**config.mk**
```make
export PLATFORM = sky130hd
export DESIGN_NAME = hpmc_top
export DESIGN_NICKNAME = d
export VERILOG_FILES = /design/src/inc/hpmc_pkg.sv /design/src/inc/hpmc_meas_if.sv /design/src/hpmc_measure.sv /design/src/hpmc_top.sv
export SDC_FILE = /design/constraint.sdc
export NUM_CORES = 1
export LEC_CHECK = 0
export BUFFER_PORTS_ARGS = -buffer_cell sky130_fd_sc_hd__buf_2
export CORE_MARGIN = 2
export CORE_UTILIZATION = 65
export CTS_BUF_LIST = sky130_fd_sc_hd__clkbuf_8 sky130_fd_sc_hd__clkbuf_16
export DETAILED_ROUTE_END_ITERATION = 10
export PLACE_DENSITY = 0.88
export SLEW_MARGIN = 20
export SYNTH_ARGS = -nofsm -noshare
export SYNTH_HDL_FRONTEND = slang
export SYNTH_SLANG_ARGS = --single-unit
```
**constraint.sdc**
```tcl
create_clock -name clk_sys -period 6.9 [get_ports clk_sys]
set_clock_uncertainty 0.1 [all_clocks]
set_input_delay 0.345 -clock clk_sys [delete_from_list [all_inputs] [get_ports clk_sys]]
set_output_delay 0.345 -clock clk_sys [all_outputs]
set_load 0.05 [all_outputs]
```
**src/inc/hpmc_pkg.sv**
```systemverilog
/*
 Shared constants and types of the haptic power-mode control block.
 Assumes a 200 MHz system clock and an 8-bit measurement converter.
*/
package hpmc_pkg;

	// Power modes, one-hot
	typedef enum logic [2:0] {
		HPMC_PWR_DOWN = 3'h1,
		HPMC_STANDBY  = 3'h2,
		HPMC_ACTIVE   = 3'h4
	} hpmc_mode_t;

	// Measurement engine states, one-hot
	typedef enum logic [1:0] {
		HPMC_M_IDLE = 2'h1,
		HPMC_M_RUN  = 2'h2
	} hpmc_meas_st_t;

	// Measurement kinds
	localparam logic HPMC_MEAS_BATT = 1'b0;
	localparam logic HPMC_MEAS_COIL = 1'b1;

	// Actuator types
	localparam logic HPMC_ACT_LRA = 1'b0;
	localparam logic HPMC_ACT_ERM = 1'b1;

	// Command code that resets the device when written to the id register
	localparam logic [7:0] HPMC_SOFT_RST_CODE = 8'hAA;

	// Values after reset
	localparam logic       HPMC_ACT_TYPE_RST = HPMC_ACT_LRA;
	localparam logic       HPMC_STANDBY_RST  = 1'b1;
	localparam logic       HPMC_GO_RST       = 1'b0;
	localparam logic       HPMC_POE_RST      = 1'b1;
	localparam logic [7:0] HPMC_RESULT_RST   = 8'h00;
	localparam logic [7:0] HPMC_DRIVE_RST    = 8'h00;

	// Field position of the power-on event flag in the status byte
	localparam int HPMC_STAT_POE_BIT = 0;

	// Supply code at which the drive passes unscaled
	localparam logic [7:0] HPMC_DRIVE_REF_LVL = 8'h80;

	// Timing: least settling time of one measurement
	localparam int HPMC_CLK_PERIOD_PS = 5000;
	localparam int HPMC_MEAS_TIME_NS  = 10000;
	localparam int HPMC_MEAS_CYCLES   =
		(HPMC_MEAS_TIME_NS * 1000 + HPMC_CLK_PERIOD_PS - 1)
		/ HPMC_CLK_PERIOD_PS;

endpackage

```
**src/inc/hpmc_meas_if.sv**
```systemverilog
/*
 Carrier between the mode controller and its measurement engine.
 Assumes both ends sit on clk_sys.
*/
`timescale 1ns/1ps
interface hpmc_meas_if #(parameter int W = 8);
	logic         start;
	logic         kind;
	logic         clr;
	logic [W-1:0] sample;
	logic         busy;
	logic         done;
	logic [W-1:0] batt;
	logic [W-1:0] coil;

	modport ctl (output start, kind, clr, sample,
		input busy, done, batt, coil);
	modport eng (input start, kind, clr, sample,
		output busy, done, batt, coil);
endinterface

```
**src/hpmc_measure.sv**
```systemverilog
/*
 Measurement engine: battery voltage and coil resistance results.
 Assumes the converter sample is valid after the settling time.
*/
`timescale 1ns/1ps
module hpmc_measure
	import hpmc_pkg::*;
(
	input  wire logic clk_sys,
	input  wire logic sys_rst,
	hpmc_meas_if.eng  mif
);

	localparam int CW = $clog2(HPMC_MEAS_CYCLES + 1);

	hpmc_meas_st_t  st_r, st_nxt;
	logic [CW-1:0]  cnt_r, cnt_nxt;
	logic           kind_r, kind_nxt;
	logic           done_r, done_nxt;
	logic [7:0]     batt_r, batt_nxt;
	logic [7:0]     coil_r, coil_nxt;

	////////////////////////////////////////////////////////////////////////
	// Next state: wait the settling time, then latch the sample
	always_comb begin
		st_nxt   = st_r;
		cnt_nxt  = cnt_r;
		kind_nxt = kind_r;
		done_nxt = 1'b0;
		batt_nxt = batt_r;
		coil_nxt = coil_r;
		if (mif.clr) begin
			st_nxt   = HPMC_M_IDLE;
			cnt_nxt  = '0;
			kind_nxt = HPMC_MEAS_BATT;
			batt_nxt = HPMC_RESULT_RST;
			coil_nxt = HPMC_RESULT_RST;
		end else begin
			case (st_r)
				HPMC_M_IDLE: begin
					if (mif.start) begin
						st_nxt   = HPMC_M_RUN;
						kind_nxt = mif.kind;
						cnt_nxt  = CW'(HPMC_MEAS_CYCLES - 1);
					end
				end
				HPMC_M_RUN: begin
					if (cnt_r == '0) begin
						st_nxt   = HPMC_M_IDLE;
						done_nxt = 1'b1;
						if (kind_r == HPMC_MEAS_BATT) begin
							batt_nxt = mif.sample;
						end else begin
							coil_nxt = mif.sample;
						end
					end else begin
						cnt_nxt = cnt_r - 1'b1;
					end
				end
				default: begin
					st_nxt = HPMC_M_IDLE;
				end
			endcase
		end
	end

	// Registers
	always_ff @(posedge clk_sys or posedge sys_rst) begin
		if (sys_rst) begin
			st_r   <= HPMC_M_IDLE;
			cnt_r  <= '0;
			kind_r <= HPMC_MEAS_BATT;
			done_r <= 1'b0;
			batt_r <= HPMC_RESULT_RST;
			coil_r <= HPMC_RESULT_RST;
		end else begin
			st_r   <= st_nxt;
			cnt_r  <= cnt_nxt;
			kind_r <= kind_nxt;
			done_r <= done_nxt;
			batt_r <= batt_nxt;
			coil_r <= coil_nxt;
		end
	end

	assign mif.busy = (st_r == HPMC_M_RUN);
	assign mif.done = done_r;
	assign mif.batt = batt_r;
	assign mif.coil = coil_r;

	// Helper for the timing checks: edges spent in the run state
	logic [CW-1:0]  age_r, age_nxt;

	always_comb begin
		age_nxt = age_r;
		if (mif.clr || st_r == HPMC_M_IDLE) begin
			age_nxt = '0;
		end else begin
			age_nxt = age_r + 1'b1;
		end
	end

	// Helper register, no reach into the engine itself
	always_ff @(posedge clk_sys or posedge sys_rst) begin
		if (sys_rst) begin
			age_r <= '0;
		end else begin
			age_r <= age_nxt;
		end
	end
endmodule

```
**src/hpmc_top.sv**
```systemverilog
/*
 Power-mode and reset control of a haptic actuator driver: power-on
 reset, power-down/standby/active modes, software reset, power-on event
 flag, actuator type, drive scaling and measurement commands.
 Assumes all strobes are one-cycle pulses synchronous to clk_sys.
*/
// What this block does
// Drive resonant actuator by default; rotating mass only after type write.
// Hold internal reset clearing everything while core supply is not good.
// Set the power-on event flag whenever a power-on reset occurs.
// Reading the status register clears the power-on event flag.
// Enter power-down when supply not ready or shutdown pin low.
// Power-down: circuits off, port silent, configuration cleared.
// Leave power-down unaided once supplies good and shutdown pin high.
// Standby when supply ready, pin high, standby bit one.
// Accept waveform library writes while in standby.
// Return to standby after playback finishes.
// Writing standby bit zero enters active and enables the H-bridge.
// Host configures in standby, then starts playback in active.
// Writing the soft reset code to the id register resets everything; the code leaves the power-on event flag unchanged.
// Battery voltage measured on command, reported as eight bits.
// Coil resistance measured on command, reported as eight bits.
// Host judges short or open coil from result thresholds.
// Scale drive by supply feedback for constant strength.
// Resonant frequency detection runs only on software command.
// Playback end clears go and returns to standby unaided; a go write of one in the same cycle keeps go set.
// Writing standby bit one while active stops driver, keeps registers.
// Measurement results hold until next measurement or reset.
`timescale 1ns/1ps
module hpmc_top
	import hpmc_pkg::*;
(
	input  wire logic       clk_sys,
	input  wire logic       sys_rst,
	input  wire logic       core_supply_good,
	input  wire logic       supply_ready,
	input  wire logic       shutdown_pin_n,
	input  wire logic       standby_wr,
	input  wire logic       standby_wr_data,
	input  wire logic       act_type_wr,
	input  wire logic       act_type_wr_data,
	input  wire logic       go_wr,
	input  wire logic       go_wr_data,
	input  wire logic       rtp_sample_wr,
	input  wire logic       lib_wr,
	input  wire logic       status_rd,
	input  wire logic       device_id_wr,
	input  wire logic [7:0] device_id_wr_data,
	input  wire logic       playback_done,
	input  wire logic       meas_cmd,
	input  wire logic       meas_kind,
	input  wire logic [7:0] meas_sample,
	input  wire logic       f0_cmd,
	input  wire logic       f0_done,
	input  wire logic [7:0] drive_amp,
	input  wire logic [7:0] supply_level,
	output logic [2:0]      power_mode,
	output logic            int_rst,
	output logic            port_ready,
	output logic            hbridge_en,
	output logic            actuator_type_select,
	output logic            go_bit,
	output logic            standby_bit,
	output logic [7:0]      system_interrupt_status,
	output logic            power_on_event_flag,
	output logic            lib_wr_accept,
	output logic            rtp_sample_accept,
	output logic            meas_busy,
	output logic            meas_done,
	output logic [7:0]      battery_voltage_result,
	output logic [7:0]      coil_resistance_result,
	output logic            f0_detect_run,
	output logic [7:0]      drive_out
);

	////////////////////////////////////////////////////////////////////////
	// Drive scaling: amplitude times reference over supply, saturated
	function automatic logic [7:0] hpmc_scale(input logic [7:0] amp,
		input logic [7:0] lvl);
		logic [15:0] prod;
		logic [15:0] quo;
		prod = {8'h00, amp} * {8'h00, HPMC_DRIVE_REF_LVL};
		quo  = 16'hFFFF;
		if (lvl != 8'h00) begin
			quo = prod / {8'h00, lvl};
		end
		return (quo > 16'h00FF) ? 8'hFF : quo[7:0];
	endfunction

	hpmc_meas_if #(.W(8)) mif ();

	hpmc_mode_t  mode_r, mode_nxt;
	logic        stby_r, stby_nxt;
	logic        go_r, go_nxt;
	logic        erm_r, erm_nxt;
	logic        poe_r, poe_nxt;
	logic        f0_r, f0_nxt;
	logic [7:0]  drv_r, drv_nxt;
	logic        pd_cond;
	logic        port_ok;
	logic        soft_hit;
	logic        clr;
	logic        is_act;

	////////////////////////////////////////////////////////////////////////
	// Power-down condition, port gate and internal clear
	assign pd_cond  = !core_supply_good || !supply_ready
		|| !shutdown_pin_n;
	assign port_ok  = (mode_r != HPMC_PWR_DOWN) && !pd_cond;
	assign soft_hit = port_ok && device_id_wr
		&& (device_id_wr_data == HPMC_SOFT_RST_CODE);
	assign clr      = pd_cond || (mode_r == HPMC_PWR_DOWN)
		|| soft_hit;
	assign is_act   = (mode_r == HPMC_ACTIVE);

	////////////////////////////////////////////////////////////////////////
	// Configuration bits: standby, go, actuator type
	always_comb begin
		stby_nxt = stby_r;
		go_nxt   = go_r;
		erm_nxt  = erm_r;
		if (clr) begin
			stby_nxt = HPMC_STANDBY_RST;
			go_nxt   = HPMC_GO_RST;
			erm_nxt  = HPMC_ACT_TYPE_RST;
		end else begin
			if (act_type_wr && port_ok) begin
				erm_nxt = act_type_wr_data;
			end
			if (go_r && playback_done) begin
				stby_nxt = 1'b1;
				go_nxt   = 1'b0;
			end else if (standby_wr && port_ok) begin
				stby_nxt = standby_wr_data;
				if (standby_wr_data) begin
					go_nxt = 1'b0;
				end
			end
			if (go_wr && port_ok && is_act) begin
				if (go_wr_data) begin
					go_nxt = 1'b1;
				end else if (!playback_done) begin
					go_nxt = 1'b0;
				end
			end
		end
	end

	////////////////////////////////////////////////////////////////////////
	// Mode sequencer
	always_comb begin
		mode_nxt = mode_r;
		case (mode_r)
			HPMC_PWR_DOWN: begin
				if (!pd_cond) begin
					mode_nxt = HPMC_STANDBY;
				end
			end
			HPMC_STANDBY: begin
				if (pd_cond) begin
					mode_nxt = HPMC_PWR_DOWN;
				end else if (!stby_nxt) begin
					mode_nxt = HPMC_ACTIVE;
				end
			end
			HPMC_ACTIVE: begin
				if (pd_cond) begin
					mode_nxt = HPMC_PWR_DOWN;
				end else if (stby_nxt) begin
					mode_nxt = HPMC_STANDBY;
				end
			end
			default: begin
				mode_nxt = HPMC_PWR_DOWN;
			end
		endcase
	end

	////////////////////////////////////////////////////////////////////////
	// Power-on event flag, frequency detect and drive level
	always_comb begin
		poe_nxt = poe_r;
		if (!core_supply_good) begin
			poe_nxt = 1'b1;
		end else if (status_rd && port_ok) begin
			poe_nxt = 1'b0;
		end
		f0_nxt = f0_r;
		if (clr || !is_act) begin
			f0_nxt = 1'b0;
		end else if (f0_cmd && port_ok) begin
			f0_nxt = 1'b1;
		end else if (f0_done) begin
			f0_nxt = 1'b0;
		end
		drv_nxt = HPMC_DRIVE_RST;
		if (!clr && is_act && go_r) begin
			drv_nxt = hpmc_scale(drive_amp, supply_level);
		end
	end

	// Registers
	always_ff @(posedge clk_sys or posedge sys_rst) begin
		if (sys_rst) begin
			mode_r <= HPMC_PWR_DOWN;
			stby_r <= HPMC_STANDBY_RST;
			go_r   <= HPMC_GO_RST;
			erm_r  <= HPMC_ACT_TYPE_RST;
			poe_r  <= HPMC_POE_RST;
			f0_r   <= 1'b0;
			drv_r  <= HPMC_DRIVE_RST;
		end else begin
			mode_r <= mode_nxt;
			stby_r <= stby_nxt;
			go_r   <= go_nxt;
			erm_r  <= erm_nxt;
			poe_r  <= poe_nxt;
			f0_r   <= f0_nxt;
			drv_r  <= drv_nxt;
		end
	end

	////////////////////////////////////////////////////////////////////////
	// Measurement engine
	assign mif.start  = meas_cmd && port_ok && !mif.busy;
	assign mif.kind   = meas_kind;
	assign mif.clr    = clr;
	assign mif.sample = meas_sample;

	hpmc_measure u_meas (
		.clk_sys (clk_sys),
		.sys_rst (sys_rst),
		.mif     (mif)
	);

	////////////////////////////////////////////////////////////////////////
	// Outputs
	assign power_mode           = mode_r;
	assign int_rst              = clr;
	assign port_ready           = port_ok;
	assign hbridge_en           = is_act;
	assign actuator_type_select = erm_r;
	assign go_bit               = go_r;
	assign standby_bit          = stby_r;
	assign power_on_event_flag  = poe_r;
	assign lib_wr_accept        = lib_wr && port_ok
		&& (mode_r == HPMC_STANDBY);
	assign rtp_sample_accept    = rtp_sample_wr && port_ok && is_act;
	assign meas_busy            = mif.busy;
	assign meas_done            = mif.done;
	assign battery_voltage_result = mif.batt;
	assign coil_resistance_result = mif.coil;
	assign f0_detect_run        = f0_r;
	assign drive_out            = drv_r;

	// Status byte, flag in its field, other bits zero
	always_comb begin
		system_interrupt_status = 8'h00;
		system_interrupt_status[HPMC_STAT_POE_BIT] = poe_r;
	end
endmodule

```
==> metrics.cfg, run 1 <==
[outcome]
status = did not finish
haltStage = 4_1_cts
toolErrorMsg = [ERROR DPL-0038] Utilization greater than 100%, impossible to legalize

[floorplanning]
die_h_um = 114
placementRows = 40
start_util = 0.660
io_pins = 99
die_w_um = 114

[synth]
avgSynthCellArea_um2 = 7.76
synth_edf_count = 0
synth_ff_type = dfrtp_1
synthTopCellsByArea = ha_1, dfrtp_1, nor2_1, mux2i_1, a21oi_1
async_flop_share = 1.00
yosys.cell_types.count = 86
syn_inst = 1009
synth_top_area_cell = ha_1
synth_seq_area_share = 0.151
synth_top_area_frac = 0.150
synth_warnings = 0
ys_ff_latch = 47
syn_area_um2 = 7830

[place]
gpl.final_weighted_congestion = 1.01
hpwl_um = 30000
placement.io_buffers = 91

[cts]
clock-sinks = 47
cts_root_buf = clkbuf_16
cts_setup_buffers = 114
post_cts_resized = 163
h-tree-depth = 2
ctsLongestPathBuffers = 2
cts_hold_buf = 0
cts_made_buffers = 5

[cells in the mapped netlist (5+ instances only)]
cell type / number
nand3_1: 24
o21a_1: 43
and2_1: 6
buf_4: 8
mux2i_1: 35
nand2_1: 63
mux2_2: 19
clkbuf_1: 20
o22ai_1: 6
xnor2_1: 27
nand2b_1: 24
a211oi_1: 6
nor2b_1: 13
a31oi_1: 13
a31o_2: 5
and3_1: 6
dfrtp_1: 43
xor2_1: 15
a21o_1: 36
a311oi_1: 6
a21oi_1: 68
ha_1: 94
nor3_1: 47
nand4_1: 11
or3_1: 14
inv_1: 43
a22oi_1: 5
o211ai_1: 14
o31ai_1: 14
o21ai_1: 8
o21ai_0: 49
or2_2: 10
nor2_1: 110
[kinds of logic after synthesis]
group / Yosys count / share of synthesized area
XOR/XNOR: 42 / 0.0470
other: 1 / 0.000479
adder cells (fa/ha/maj): 95 / 0.153
buffers and inverters: 78 / 0.0444
AND/OR/NAND/NOR: 356 / 0.229
multiplexers: 58 / 0.0797
AO/OA/AOI/OAI: 332 / 0.296
flip-flops: 47 / 0.151
[metrics by stage]
| stage | hold slack (ns) | worst slack, ns | area (um^2) | setup TNS, ns | cells |
|---|---|---|---|---|---|
| after floorplan | 0.284 | -17.32 | 8280 | -83.10 | 1016 |
| after global placement | 0.359 | -16.40 | 11300 | -79.22 | 1573 |
| after detailed placement | 0.372 | -18.97 | 11300 | -92.07 | 1573 |
==> run 2: changes to the inputs <==
CORE_UTILIZATION = 40   (was 65)
CTS_BUF_LIST = not set   (was sky130_fd_sc_hd__clkbuf_8 sky130_fd_sc_hd__clkbuf_16)
PLACE_DENSITY = not set   (was 0.88)
PLACE_DENSITY_LB_ADDON = 0.15   (was not set)
==> metrics.cfg, run 2 <==
[outcome]
status = complete, but fails checks  ; was did not finish
violations = setup timing

[setup_path]
crit_type = primary input to flip-flop
worst-path-max-fanout = 8
crit_path_start_kind = primary input
arrival_ns = 23.53
regToRegEndpoint = u_meas.mif.batt[7]
r2r_slack_ns = 3.53
timing.rr.start = u_meas.cnt_r[0]
ff2ff_path_depth = 11
cpMostUsedCell = o21a_1
critPathSlowestCell = or4_4
cp-end-kind = flip-flop
cpPeakStageDelay_ns = 0.56
cp_data_required_time_ns = 6.96

[final_layout]
largest_reg_flops = 11
nets = 1715
ff_latch_area_um2 = 1180
syn2layout_area_growth_pct = 71.9
n_fill_cell = 1526
top_register = u_meas.cnt_r
layout-drive-gt1-share = 0.506
layout_common_cells = buf_4, nor2_1, buf_2
final_common_cell = buf_4
fin_util = 0.696
multiInputGateArea_um2 = 7320
final_cell_count_no_fill = 1834
n_antenna_cell = 0

[timing]
fmax_mhz = 42.6
tns_ns = -81.72
fin_ws_ns = -16.57
drv_slew = 0
rsz0062_at_grt = true
setup_violations = 8
worstMarginPinSlew_ns = 0.915
hold_viol = 0
period_minus_slack_ns = 23.47
finalCritPeriodShare = 3.40
slew_headroom = 0.388

[place]
dpl_worst_slack_ns = -17.19  ; was -18.97 ns
dp_cells = 1701  ; was 1,573
hpwl_um = 21000  ; was 30,000 um
gpl.final_weighted_congestion = 0.918  ; was 1.01
placement.io_buffers = 91  ; unchanged

[synth]
ys_ff_latch = 47  ; unchanged
synth_seq_area_share = 0.151  ; unchanged
async_flop_share = 1.00  ; unchanged
synth.most_common_cell = nor2_1  ; unchanged
yosys.cell_types.count = 86  ; unchanged
synth_edf_count = 0  ; unchanged
synthTopCellsByArea = ha_1, dfrtp_1, nor2_1, mux2i_1, a21oi_1  ; unchanged
synth_warnings = 0  ; unchanged
syn_inst = 1009  ; unchanged
synth_ff_type = dfrtp_1  ; unchanged
synth_top_area_frac = 0.150  ; unchanged
avgSynthCellArea_um2 = 7.76  ; unchanged
synth_common_cells = nor2_1, ha_1, a21oi_1, nand2_1, o21ai_0  ; unchanged
synth_top_area_cell = ha_1  ; unchanged
syn_area_um2 = 7830  ; unchanged

[floorplanning]
die_h_um = 144  ; was 114 um
coreArea_um2 = 19300
start_util = 0.405  ; was 0.660
die_w_um = 144  ; was 114 um
placementRows = 51  ; was 40
dieArea_um2 = 20700
io_pins = 99  ; unchanged

[drt]
viasPerCell = 5.45
wl_met1_um = 13200
totalWireLength_um = 30100
drt_iter0_drc = 454
antenna_left = 0
wl_per_cell_um = 16.4
dr_wl_met2_um = 14600
post-route-drc-count = 0
num_vias = 10000
drt-pass1-iter-count = 7
wl_met3_um = 1440
maxUsedRoutingLayer = met4

[global_route]
grt-ovfl-total = 0
grt_pass1_wl_um = 47100
antenna_found_initial = 0
grt_pass1_vias = 9849
grt_max_degree = 48
grt_util_all_layers = 0.279

[cts]
cts_tree = done
ctsLongestPathBuffers = 2  ; unchanged
clock_latency_ns = 0.29
clock-sinks = 47  ; unchanged
clkTransAtPathRegs_ns = 0.07
cts_made_buffers = 5  ; unchanged
h-tree-depth = 2  ; unchanged
cts_root_buf = clkbuf_16  ; unchanged

[flow_run]
maxCapViolations = 0

[min_path]
min_path_type = primary input to async pin

## run 2: kinds of logic after synthesis
logic type      share of synthesized area
xor+xnor                           0.0470
other cells                      0.000479
flops                               0.151
buf+inv                            0.0444
simple gates                        0.229
compound gates                      0.296
mux                                0.0797
fa+ha+maj                           0.153
## run 2: final cells by class
class | instances | area share
tap | 265 | 0.0246
multi-input combinational | 892 | 0.543
sequential | 47 | 0.0877
inverter | 44 | 0.0129
clock inverter | 3 | 0.00344
clock buffer | 5 | 0.00929
timing repair buffer | 578 | 0.319
## run 2: stage by stage
stage | area (um^2) | hold WS, ns
floorplan | 8280 | 0.284
global placement | 11500 | 0.356
detailed placement | 11500 | 0.365
CTS | 13100 | 0.0979
global route | 13500 | 0.0929
finish | 13500 | 0.0848
## run 2: critical path, delay by kind of cell
kind,cells,cell delay (ns)
xor+xnor,1,0.10
simple gates,31,5.43
mux,7,1.78
fa+ha+maj,14,3.52
buf+inv,9,1.15
compound gates,64,11.15
## run 2: worst max-delay path by stage
| stage | start | endpoint | depth (start not counted) |
|---|---|---|---|
| 6_report | supply_level[6] | drive_out[0] | 126 |
| 5_1_grt | supply_level[6] | drive_out[0] | 128 |
| 4_1_cts | supply_level[6] | drive_out[0] | 128 |
| 3_3_place_gp | supply_level[1] | drive_out[0] | 126 |
| 3_5_place_dp | supply_level[4] | drive_out[0] | 127 |
| 2_1_floorplan | supply_level[0] | drive_out[0] | 133 |
## run 2: metal layers
metal / GRT usage / vias to the layer above
met4: 0.0795 / 0
li1: - / 4907
met3: 0.0273 / 79
met5: 0 / -
met2: 0.507 / 301
met1: 0.349 / 4713
## run 2: repair_timing
item,4_1_cts,5_1_grt
hold buffers,0,0
gates resized for setup,119,85
setup endpoints to repair,8,8
pin swaps,39,40
cloned,1,0
buffers inserted,114,36
Power of run 2 is left out: the tool's default activity adds up to more than one toggle a clock period on the data nets, which glitch-free logic cannot reach.
==> run 3: changes to the inputs <==
CORE_ASPECT_RATIO = 1.1   (was not set)
==> metrics.cfg, run 3 (synthesis results as in run 2) <==
[setup_path]
arrival_ns = 23.78  ; was 23.53 ns
cp_data_required_time_ns = 6.94  ; was 6.96 ns
worst-path-max-fanout = 6  ; was 8
crit_path_start_kind = primary input  ; unchanged
cpMostUsedCell = o21a_1  ; unchanged
cp-end-kind = flip-flop  ; unchanged
crit_type = primary input to flip-flop  ; unchanged
critPathSlowestCell = or4_4  ; unchanged
cpPeakStageDelay_ns = 0.56  ; about the same

[drt]
drt-pass1-iter-count = 8  ; was 7
drt_iter0_drc = 526  ; was 454
totalWireLength_um = 30800  ; was 30,100 um
wl_per_cell_um = 16.9  ; was 16.4 um
post-route-drc-count = 0  ; unchanged
viasPerCell = 5.51  ; was 5.45
num_vias = 10074  ; was 10,000
antenna_left = 0  ; unchanged

[cts]
clkTransAtPathRegs_ns = 0.07  ; about the same
cts_root_buf = clkbuf_16  ; unchanged
cts_hold_buf = 0  ; unchanged
cts_tree = done  ; unchanged
cts_made_buffers = 5  ; unchanged
h-tree-depth = 2  ; unchanged
clock_latency_ns = 0.29  ; about the same
clock-sinks = 47  ; unchanged
ctsLongestPathBuffers = 2  ; unchanged

[final_layout]
layout-drive-gt1-share = 0.502  ; was 0.506
largest_reg_flops = 11  ; unchanged
fin_util = 0.704  ; was 0.696
final_cell_count_no_fill = 1828  ; was 1,834
nets = 1726  ; was 1,715
final_common_cell = buf_4  ; unchanged
syn2layout_area_growth_pct = 72.2  ; was 71.9%
layout_common_cells = buf_4, nor2_1, buf_2  ; unchanged
fin_area_um2 = 13500  ; about the same
n_fill_cell = 1484  ; was 1,526
top_register = u_meas.cnt_r  ; unchanged

[timing]
rsz0062_at_grt = true  ; unchanged
slew_headroom = 0.410  ; was 0.388
period_minus_slack_ns = 23.74  ; was 23.47 ns
finalCritPeriodShare = 3.44  ; was 3.40
fin_ws_ns = -16.84  ; was -16.57 ns
drv_slew = 0  ; unchanged
hold_viol = 0  ; unchanged
fmax_mhz = 42.1  ; was 42.6 MHz
setup_violations = 8  ; unchanged
worstMarginPinSlew_ns = 0.882  ; was 0.915 ns

[global_route]
grt_max_degree = 48  ; unchanged
grt_util_all_layers = 0.289  ; was 0.279
grt_pass1_wl_um = 48000  ; was 47,100 um
grt_pass1_vias = 10136  ; was 9,849
antenna_found_initial = 1  ; was 0
grt-ovfl-total = 0  ; unchanged

[outcome]
status = complete, but fails checks  ; unchanged
violations = setup timing  ; unchanged

[place]
dp_cells = 1695  ; was 1,701
placed_area_um2 = 11600  ; was 11,500 um^2
placement.io_buffers = 91  ; unchanged
gpl.final_weighted_congestion = 0.906  ; was 0.918
dpl_worst_slack_ns = -17.21  ; was -17.19 ns
hpwl_um = 21300  ; was 21,000 um

[floorplanning]
io_pins = 99  ; unchanged
die_w_um = 137  ; was 144 um
dieArea_um2 = 20700  ; about the same
placementRows = 53  ; was 51
start_util = 0.409  ; was 0.405
die_h_um = 151  ; was 144 um
coreArea_um2 = 19200  ; was 19,300 um^2

[flow_run]
maxCapViolations = 0  ; unchanged

[min_path]
min_path_type = primary input to async pin  ; unchanged

==> run 3: per-layer routing <==
metal	wire length [um]	part of all wire	track usage	vias to the layer above
met4	1340	0.043	0.134	0
li1	-	-	-	4935
met2	15500	0.50	0.533	301
met1	12800	0.42	0.332	4737
met3	1210	0.039	0.0293	101
met5	0	0	0	-
==> run 3: path summary, 6_finish.rpt <==
path | slack, ns | start | endpoint | cells past startpoint
min | 0.08 | sys_rst | drive_out[3] | 2
min reg2reg | 0.37 | power_on_event_flag | power_on_event_flag | 2
max | -16.84 | supply_level[4] | drive_out[0] | 131
max reg2reg | 3.55 | u_meas.cnt_r[0] | u_meas.mif.batt[3] | 11
min in group clk_sys | 0.09 | core_supply_good | power_on_event_flag | 2
max in group asynchronous | 6.10 | sys_rst | u_meas.cnt_r[7] | 2
==> run 3: through the flow <==
stage	hold WS [ns]	TNS, ns
after global placement	0.356	-81.32
after global routing	0.0912	-86.60
after detailed placement	0.367	-83.81
final	0.0762	-80.86
after floorplan	0.284	-83.10
after CTS	0.0872	-79.90
==> run 3: area by class of cell <==
| class | instances | area, um^2 | share of cell area |
|---|---|---|---|
| clock inverter | 2 | 60.1 | 0.00445 |
| multi-input combinational | 892 | 7320 | 0.543 |
| tap | 247 | 309 | 0.0229 |
| timing repair buffer | 589 | 4310 | 0.319 |
| antenna | 1 | 2.50 | 0.000186 |
| inverter | 44 | 174 | 0.0129 |
| clock buffer | 6 | 129 | 0.00956 |
| sequential | 47 | 1180 | 0.0876 |
==> run 3: what timing repair did <==
action	4_1_cts	5_1_grt
pin swaps	51	46
gates cloned	1	0
resized for setup	107	74
setup endpoints to repair	8	8
buffers inserted	121	27
==> run 3: critical path, delay by kind of cell <==
family	cells	cell delay, ns
buffers and inverters	15	1.84
adder cells (fa/ha/maj)	14	3.36
multiplexers	5	1.18
AND/OR/NAND/NOR	33	6.05
AO/OA/AOI/OAI	64	10.98
Power of run 3 is left out for the same reason.
